$ cat config.mk
export PLATFORM = sky130hd
export DESIGN_NAME = rtdc_top
export DESIGN_NICKNAME = d
export VERILOG_FILES = /design/src/rtdc_pkg.sv /design/src/rtdc_mode_regs.sv /design/src/rtdc_top.sv
export SDC_FILE = /design/constraint.sdc
export NUM_CORES = 1
export LEC_CHECK = 0
export BUFFER_PORTS_ARGS = -buffer_cell sky130_fd_sc_hd__buf_2
export CORE_MARGIN = 1
export CORE_UTILIZATION = 30
export DETAILED_ROUTE_END_ITERATION = 6
export GPL_TIMING_DRIVEN = 0
export HOLD_SLACK_MARGIN = 0.02
export PLACE_DENSITY = 0.59
export SYNTH_ARGS = -nofsm -noshare
export SYNTH_HDL_FRONTEND = slang
export SYNTH_HIERARCHICAL = 1
export SYNTH_SLANG_ARGS = --single-unit
export TNS_END_PERCENT = 20
$ cat constraint.sdc
create_clock -name clk -period 2.5 [get_ports clk]
set_input_delay 0.25 -clock clk [delete_from_list [all_inputs] [get_ports clk]]
set_output_delay 0.25 -clock clk [all_outputs]
set_load 0.01 [all_outputs]
$ cat src/rtdc_pkg.sv
// Package for the transceiver direction control block.
// Assumes a classic Wishbone slave with 32-bit data and byte addresses.
package rtdc_pkg;
    localparam int NUM_PORTS = 2;
    localparam int ADDR_W = 8;
    // Register byte addresses; offset 7 is a register index, byte address = 4 * index
    localparam logic [ADDR_W-1:0] MODE_IDX = 8'h07;
    localparam logic [ADDR_W-1:0] PORT_STRIDE = 8'h08;
    localparam logic [ADDR_W-1:0] MODE_ADDR0 = 8'h1C;
    localparam logic [ADDR_W-1:0] MODE_ADDR1 = 8'h3C;
    localparam logic [ADDR_W-1:0] STAT_ADDR = 8'h40;
    localparam logic [ADDR_W-1:0] MASK_ADDR = 8'h44;
    localparam logic [ADDR_W-1:0] FIFO_ADDR0 = 8'h48;
    localparam logic [ADDR_W-1:0] FIFO_ADDR1 = 8'h4C;
    localparam logic [ADDR_W-1:0] LINE_ADDR = 8'h50;
    // Reset values
    localparam logic [7:0] MODE_RESET = 8'h00;
    localparam logic [7:0] FIFO_CFG_RESET = 8'h81;
    // Mode codes
    localparam logic [7:0] MODE_FOUR_WIRE = 8'h00;
    localparam logic [7:0] MODE_DTR_ECHO = 8'h01;
    localparam logic [7:0] MODE_DTR_QUIET = 8'h02;
    localparam logic [7:0] MODE_AUTO = 8'h03;
    // FIFO config field positions: rx threshold [3:0], tx block size [7:4]
    localparam int RX_THR_LSB = 0;
    localparam int TX_BLK_LSB = 4;
    localparam int FIFO_CNT_W = 5;
    // Status bits per port: bit 2p rx threshold reached, bit 2p+1 tx space available
    localparam int STAT_W = 2 * NUM_PORTS;

    typedef struct packed {
        logic dtrN;
        logic transmit_holding_ready_n;
    } rtdc_uart_t;

    typedef struct packed {
        logic drvEn;
        logic rcvEn;
    } rtdc_xcvr_t;
endpackage

$ cat src/rtdc_mode_regs.sv
// Per-port mode and FIFO configuration store.
// Assumes writes are qualified by the bus slave; read data registered.
`timescale 1ns/100ps
module rtdc_mode_regs (
    // Clock and reset
    input wire logic clk,
    input wire logic rst,
    // Write side
    input wire logic wrMode,
    input wire logic wrFifo,
    input wire logic [0:0] wrPort,
    input wire logic [7:0] wrData,
    // Read side
    input wire logic [0:0] rdPort,
    input wire logic rdFifo,
    output logic [7:0] rdData,
    // Live values
    output logic [rtdc_pkg::NUM_PORTS*8-1:0] modeAll,
    output logic [rtdc_pkg::NUM_PORTS*8-1:0] fifoAll
);
    import rtdc_pkg::*;

    logic [7:0] modeMem [NUM_PORTS];
    logic [7:0] fifoMem [NUM_PORTS];

    genvar p;
    generate
        for (p = 0; p < NUM_PORTS; p++) begin : g_port
            always_ff @(posedge clk) begin
                if (rst) begin
                    modeMem[p] <= MODE_RESET;
                end else if (wrMode && wrPort == 1'(p)) begin
                    modeMem[p] <= wrData;
                end
            end
            always_ff @(posedge clk) begin
                if (rst) begin
                    fifoMem[p] <= FIFO_CFG_RESET;
                end else if (wrFifo && wrPort == 1'(p)) begin
                    fifoMem[p] <= wrData;
                end
            end
            assign modeAll[p*8 +: 8] = modeMem[p];
            assign fifoAll[p*8 +: 8] = fifoMem[p];
        end
    endgenerate

    always_ff @(posedge clk) begin
        if (rst) begin
            rdData <= 8'h00;
        end else begin
            rdData <= rdFifo ? fifoMem[rdPort] : modeMem[rdPort];
        end
    end
endmodule

$ cat src/rtdc_top.sv
// RS-485 transceiver direction control for two UART ports.
// Assumes UART status inputs are synchronous to clk; Wishbone classic slave.
//
// What this block does
// Four-wire mode keeps driver and receiver enabled always; it is the default.
// Echo two-wire mode: driver off while DTR asserted, on while deasserted.
// Echo two-wire mode keeps the receiver always enabled.
// Quiet two-wire mode: driver from DTR, receiver on only while DTR asserted.
// Host clears DTR before sending and sets it after the last bit leaves.
// Auto two-wire mode drives the driver enable from transmit ready.
// Auto two-wire mode: receiver off whenever the driver is on.
// Mode byte 0 four-wire, 1 echo, 2 quiet, 3 auto.
// Mode byte lives in a per-port eight-bit register at index 7.
// A newly written mode reaches the transceiver enables one clock edge after it is stored.
// Separate rx/tx FIFO counts; interrupt at rx threshold, tx requests in blocks.
// Reset sets every port's mode to four-wire.
`timescale 1ns/100ps
module rtdc_top (
    // Clock and reset
    input wire logic clk,
    input wire logic rst,
    // Wishbone slave
    input wire logic wbCyc,
    input wire logic wbStb,
    input wire logic wbWe,
    input wire logic [rtdc_pkg::ADDR_W-1:0] wbAdr,
    input wire logic [3:0] wbSel,
    input wire logic [31:0] wbDatI,
    output logic [31:0] wbDatO,
    output logic wbAck,
    // UART side per port
    input wire rtdc_pkg::rtdc_uart_t [rtdc_pkg::NUM_PORTS-1:0] uart,
    input wire logic [rtdc_pkg::NUM_PORTS-1:0] rxCharPush,
    input wire logic [rtdc_pkg::NUM_PORTS-1:0] rxCharPop,
    input wire logic [rtdc_pkg::NUM_PORTS-1:0] txCharPush,
    input wire logic [rtdc_pkg::NUM_PORTS-1:0] txCharPop,
    // Transceiver enables per port
    output rtdc_pkg::rtdc_xcvr_t [rtdc_pkg::NUM_PORTS-1:0] xcvr,
    // Interrupt
    output logic irq
);
    import rtdc_pkg::*;

    ////////////////////////////////////////////////////////////////////////
    // Bus decode
    logic req;
    logic hitMode;
    logic hitFifo;
    logic [0:0] selPort;
    logic wrEn;
    logic [7:0] regRdData;
    logic [NUM_PORTS*8-1:0] modeAll;
    logic [NUM_PORTS*8-1:0] fifoAll;
    logic [STAT_W-1:0] status;
    logic [STAT_W-1:0] mask;
    logic [STAT_W-1:0] events;
    logic ackPend;
    logic fromRegs;
    logic [31:0] directData;
    logic [31:0] next_datO;

    assign req = wbCyc && wbStb && !wbAck;
    assign hitMode = (wbAdr == MODE_ADDR0) || (wbAdr == MODE_ADDR1);
    assign hitFifo = (wbAdr == FIFO_ADDR0) || (wbAdr == FIFO_ADDR1);
    assign selPort = (wbAdr == MODE_ADDR1 || wbAdr == FIFO_ADDR1) ? 1'b1 : 1'b0;
    assign wrEn = req && ackPend && wbWe && wbSel[0];

    rtdc_mode_regs u_regs (
        .clk(clk),
        .rst(rst),
        .wrMode(wrEn && hitMode),
        .wrFifo(wrEn && hitFifo),
        .wrPort(selPort),
        .wrData(wbDatI[7:0]),
        .rdPort(selPort),
        .rdFifo(hitFifo),
        .rdData(regRdData),
        .modeAll(modeAll),
        .fifoAll(fifoAll)
    );

    ////////////////////////////////////////////////////////////////////////
    // Two-cycle answer: wait state lets the store register its read data
    always_ff @(posedge clk) begin
        if (rst) begin
            ackPend <= 1'b0;
        end else begin
            ackPend <= req && !ackPend;
        end
    end

    always_ff @(posedge clk) begin
        if (rst) begin
            wbAck <= 1'b0;
        end else begin
            wbAck <= req && ackPend;
        end
    end

    always_ff @(posedge clk) begin
        if (rst) begin
            fromRegs <= 1'b0;
            directData <= 32'h0000_0000;
        end else if (req && !ackPend) begin
            fromRegs <= hitMode || hitFifo;
            case (wbAdr)
                STAT_ADDR: directData <= {{(32-STAT_W){1'b0}}, status};
                MASK_ADDR: directData <= {{(32-STAT_W){1'b0}}, mask};
                LINE_ADDR: directData <= {{(32-2*NUM_PORTS){1'b0}}, xcvr};
                default: directData <= 32'h0000_0000;
            endcase
        end
    end

    assign next_datO = fromRegs ? {24'h00_0000, regRdData} : directData;

    // Read data launched with ack, straight from a flop
    always_ff @(posedge clk) begin
        if (rst) begin
            wbDatO <= 32'h0000_0000;
        end else if (req && ackPend) begin
            wbDatO <= next_datO;
        end
    end

    ////////////////////////////////////////////////////////////////////////
    // Transceiver enables, decoded combinationally from live mode, registered once
    genvar p;
    generate
        for (p = 0; p < NUM_PORTS; p++) begin : g_xcvr
            logic [7:0] mode;
            logic dtrAsserted;
            logic txActive;
            rtdc_xcvr_t next_xcvr;
            assign mode = modeAll[p*8 +: 8];
            assign dtrAsserted = !uart[p].dtrN;
            assign txActive = !uart[p].transmit_holding_ready_n;

            always_comb begin
                next_xcvr.drvEn = 1'b1;
                next_xcvr.rcvEn = 1'b1;
                case (mode)
                    MODE_DTR_ECHO: begin
                        next_xcvr.drvEn = !dtrAsserted;
                        next_xcvr.rcvEn = 1'b1;
                    end
                    MODE_DTR_QUIET: begin
                        next_xcvr.drvEn = !dtrAsserted;
                        next_xcvr.rcvEn = dtrAsserted;
                    end
                    MODE_AUTO: begin
                        next_xcvr.drvEn = txActive;
                        next_xcvr.rcvEn = !txActive;
                    end
                    default: begin
                        next_xcvr.drvEn = 1'b1;
                        next_xcvr.rcvEn = 1'b1;
                    end
                endcase
            end

            // Mode write becomes visible one edge after it is stored
            always_ff @(posedge clk) begin
                if (rst) begin
                    xcvr[p] <= 2'b11;
                end else begin
                    xcvr[p] <= next_xcvr;
                end
            end
        end
    endgenerate

    ////////////////////////////////////////////////////////////////////////
    // FIFO fill tracking and threshold events
    generate
        for (p = 0; p < NUM_PORTS; p++) begin : g_fifo
            logic [FIFO_CNT_W-1:0] rxCount;
            logic [FIFO_CNT_W-1:0] txCount;
            logic [FIFO_CNT_W-1:0] rxThr;
            logic [FIFO_CNT_W-1:0] txBlk;
            logic rxAbove;
            logic rxAboveQ;
            logic txRoom;
            logic txRoomQ;
            assign rxThr = {1'b0, fifoAll[p*8 + RX_THR_LSB +: 4]};
            assign txBlk = {1'b0, fifoAll[p*8 + TX_BLK_LSB +: 4]};

            always_ff @(posedge clk) begin
                if (rst) begin
                    rxCount <= '0;
                end else if (rxCharPush[p] && !rxCharPop[p]) begin
                    rxCount <= rxCount + 5'd1;
                end else if (rxCharPop[p] && !rxCharPush[p] && rxCount != '0) begin
                    rxCount <= rxCount - 5'd1;
                end
            end

            always_ff @(posedge clk) begin
                if (rst) begin
                    txCount <= '0;
                end else if (txCharPush[p] && !txCharPop[p]) begin
                    txCount <= txCount + 5'd1;
                end else if (txCharPop[p] && !txCharPush[p] && txCount != '0) begin
                    txCount <= txCount - 5'd1;
                end
            end

            assign rxAbove = (rxCount >= rxThr) && (rxThr != '0);
            assign txRoom = (txCount == '0) && (txBlk != '0);

            always_ff @(posedge clk) begin
                if (rst) begin
                    rxAboveQ <= 1'b0;
                    txRoomQ <= 1'b0;
                end else begin
                    rxAboveQ <= rxAbove;
                    txRoomQ <= txRoom;
                end
            end

            assign events[2*p] = rxAbove && !rxAboveQ;
            assign events[2*p+1] = txRoom && !txRoomQ;
        end
    endgenerate

    ////////////////////////////////////////////////////////////////////////
    // Interrupt status, mask and output
    always_ff @(posedge clk) begin
        if (rst) begin
            status <= '0;
        end else if (wrEn && wbAdr == STAT_ADDR) begin
            status <= (status & ~wbDatI[STAT_W-1:0]) | events;
        end else begin
            status <= status | events;
        end
    end

    always_ff @(posedge clk) begin
        if (rst) begin
            mask <= '0;
        end else if (wrEn && wbAdr == MASK_ADDR) begin
            mask <= wbDatI[STAT_W-1:0];
        end
    end

    always_ff @(posedge clk) begin
        if (rst) begin
            irq <= 1'b0;
        end else begin
            irq <= |(status & mask);
        end
    end
endmodule
==> run metrics <==
outcome finished, final reports clean; register bit count reported by yosys 92; routability-driven placement congestion ratio 0.769; Highest Clock Rate 439 MHz; TNS Setup 0 ps; Critical-path top delay cell nor3_1; final instance area about 0.0058 mm^2; buffers plus inverters on the worst setup path 0; worst min-delay path category input pin to flip-flop; via count of the first global-routing pass 3661; post-DR vias/cell 4.66; Worst setup EP type flip-flop; maximum fanout count along the critical path 8; TritonCTS Buffers 9; cells traversed along the worst timing path and4b_1 -> nand3_1 -> nor3_1 -> nor3b_2 -> nand2b_1; cts hold-fix bufs 0; Pwr per Cell Area between 800 and 900 mW/mm^2; gr usage total between 10 and 15%; CTS root buffer clkbuf_16; total half-perimeter wirelength after legalization and detailed placement 8700 um; critical path class flip-flop to flip-flop; data required time of the worst path 2580 ps; Layout Area Growth over Synthesis 17.9%; Post-synth ARST share 0%; mean instance size in the synthesized netlist 10.2 um^2; share of synthesized area occupied by flip-flops and latches 44.3%; startpoint of the most critical setup path wbAck; RSZ-0062 raised after global routing no; number of I/O port buffers 45; die boundary height 130 um; area of the die 0.0168 mm^2; Fin. Hold Viols 0; flop2flop setup slack ~220 ps; overall power after layout 4.63 mW; core footprint approximately 0.016 mm^2; Min Clock Period, post-route 2280 ps; Stages on worst setup path 5; Total Nets Final 641; nature of the critical path startpoint flip-flop; FF-to-FF Start wbAck; CTS tree yes; count of vias placed by the detailed router 3620; clock latency reported for the late side of the worst-skew pair 340 ps; adder and majority cell fraction of the synthesized area 6.77%; cell class contributing the biggest share of worst-path delay simple AND/OR/NAND/NOR gates; non-filler instance count after layout about 780; final WL 11100 um; largest family of logic cells by synthesized area simple AND/OR/NAND/NOR gates; complex-gate fraction of the synthesized area 12.4%; maximum number of buffers from clock root to sink 2; placed instance area between 0.005 and 0.006 mm^2; Iter 0 DRT Violations 201; Site Rows 46; Yosys warning count 6; clock tree sinks between 90 and 100; number of enable-type register cells in the synthesized netlist 32; number of routed nets with antenna violations 0; diode insertion count for antenna repair 0; predominant post-synthesis flop cell dfxtp_1; maximum number of pins on one net before global-route repair 16; post-synthesis instance area about 0.0049 mm^2; Clock H-tree levels 3; maximum resistive drop on vdd 0.352 mV; Critical Path End u_regs/fifoMem[0][0]; final worst path period share between 90% and 100%; first-pass GRT wire length 17900 um; Slew Viols, Final 0; fraction of layout instances using a drive strength above 1 between 10% and 20%; setup bufs post-CTS 0; synthesized instance count around 480; total DRC errors in the routed layout 0; slew at the pin closest to its max-slew limit between 800 and 900 ps; top-level I/O count 99; Die X-Extent 130 um; Crit path arrival time 2360 ps; initial antenna violation count 0; fraction of synthesized area in multiplexers 6.97%; share of synthesized cell area in and, or, nand and nor gates 20.0%; xor-xnor portion of the synthesized cell area 2.51%; register clock-pin slew on the reported worst setup and hold paths 70 ps; Layout Skew 3.84 ps; post-layout util a little over a third; reg2reg end u_regs/fifoMem[0][0]; dpl cells 761; number of unique standard cell types used by synthesis between 50 and 60; routed wire length per instance ~14 um; leading cell type in the layout, fill and taps excluded dfxtp_1; count of final setup violators 0; largest stage delay on the critical path 550 ps; overall overflow remaining after global route 0; post-cts repair resize count 0; leakage power 2.30 nW; number of cells traversed by the worst register-to-register path 5; drt pass-1 iters 5; maximum capacitance violations 0; top library cells by usage in the layout, fill and taps aside 60 x dfxtp_1, 46 x buf_2, 34 x mux2i_1; slew margin rel. 45.4%; initial standard-cell utilization of the core 30.7%
report_power, final:
part	switching (mW)	internal, mW	leakage (nW)
sequential	0.221	1.77	0.805
combinational	0.674	0.613	1.35
clock	0.576	0.775	0.140
total	1.47	3.16	2.30
worst reg2reg max path, cell delays in order (launching register included):
cell	delay, ps
dfxtp_1	320
and4b_1	320
nand3_1	230
nor3_1	550
nor3b_2	500
nand2b_1	100
kinds of logic (layout without fill, tap and decap cells):
logic type | count (synthesis) | count (layout)
simple gates | 168 | 168
mux | 34 | 34
xor+xnor | 14 | 14
fa+ha+maj | 24 | 24
buf+inv | 57 | 118
flops | 92 | 92
compound gates | 87 | 87
other cells | 1 | 24
cells in the mapped netlist, types with 3 or more instances:
cell type | number | area (um^2)
a211oi_1 | 9 | 67.6
a21o_1 | 10 | 75.1
a21oi_1 | 19 | 95.1
a22oi_1 | 6 | 45.0
a31oi_1 | 3 | 18.8
and2_1 | 28 | 175
buf_1 | 3 | 11.3
buf_4 | 25 | 188
buf_6 | 4 | 45.0
clkbuf_1 | 8 | 30.0
dfxtp_1 | 60 | 1200
edfxtp_1 | 32 | 961
fa_1 | 4 | 80.1
ha_1 | 20 | 250
inv_1 | 16 | 60.1
mux2i_1 | 34 | 340
nand2_1 | 25 | 93.8
nand2b_1 | 19 | 119
nand3_1 | 12 | 60.1
nor2_1 | 33 | 124
nor2b_1 | 7 | 43.8
nor3_1 | 10 | 50.1
nor3b_1 | 5 | 37.5
nor4_1 | 5 | 31.3
o21ai_0 | 9 | 45.0
o22ai_1 | 8 | 50.1
o2bb2ai_1 | 4 | 35.0
o31ai_1 | 3 | 22.5
or4_1 | 3 | 22.5
xnor2_1 | 7 | 61.3
xor2_1 | 7 | 61.3
worst min path at each step:
stage	endpoint	slack (ps)	startpoint	depth (start not counted)
floorplan	mask[0]	390	wbDatI[0]	2
global placement	status[0]	410	g_fifo[0].rxAboveQ	1
detailed placement	status[0]	410	g_fifo[0].rxAboveQ	1
CTS	xcvr[3]	190	uart[3]	3
global route	xcvr[3]	230	uart[3]	3
finish	xcvr[3]	190	uart[3]	3
through the flow:
step | hold slack [ps] | setup WS (ps)
floorplan | 392 | 627
global placement | 408 | 195
detailed placement | 411 | 156
CTS | 189 | 266
global route | 226 | 5.14
finish | 192 | 222
area by class of cell:
class / count / area [um^2]
timing repair buffer: 45 / 225
multi-input combinational: 351 / 2470
inverter: 16 / 60.1
sequential: 92 / 2160
buffer: 41 / 279
fill: 1620 / 10100
clock inverter: 6 / 63.8
tap: 216 / 270
clock buffer: 10 / 229
per-layer routing:
metal,track usage [%],vias to the layer above,wire (um)
li1,-,1833,-
met1,17.4,1707,5280
met2,24.0,71,5210
met3,3.10,9,451
met4,4.58,0,116
met5,0,-,0
state kept, by name, indices dropped and copies added, names as in the netlist:
name / count
fromRegs: 1
u_regs/rdData: 8
directData: 4
ackPend: 1
g_fifo.txRoomQ: 2
xcvr: 4
u_regs/modeMem: 16
g_fifo.txCount: 10
g_fifo.rxCount: 10
mask: 4
irq: 1
wbAck: 1
status: 4
g_fifo.rxAboveQ: 2
u_regs/fifoMem: 16
wbDatO: 8
Power figures use the tool's default switching activity.
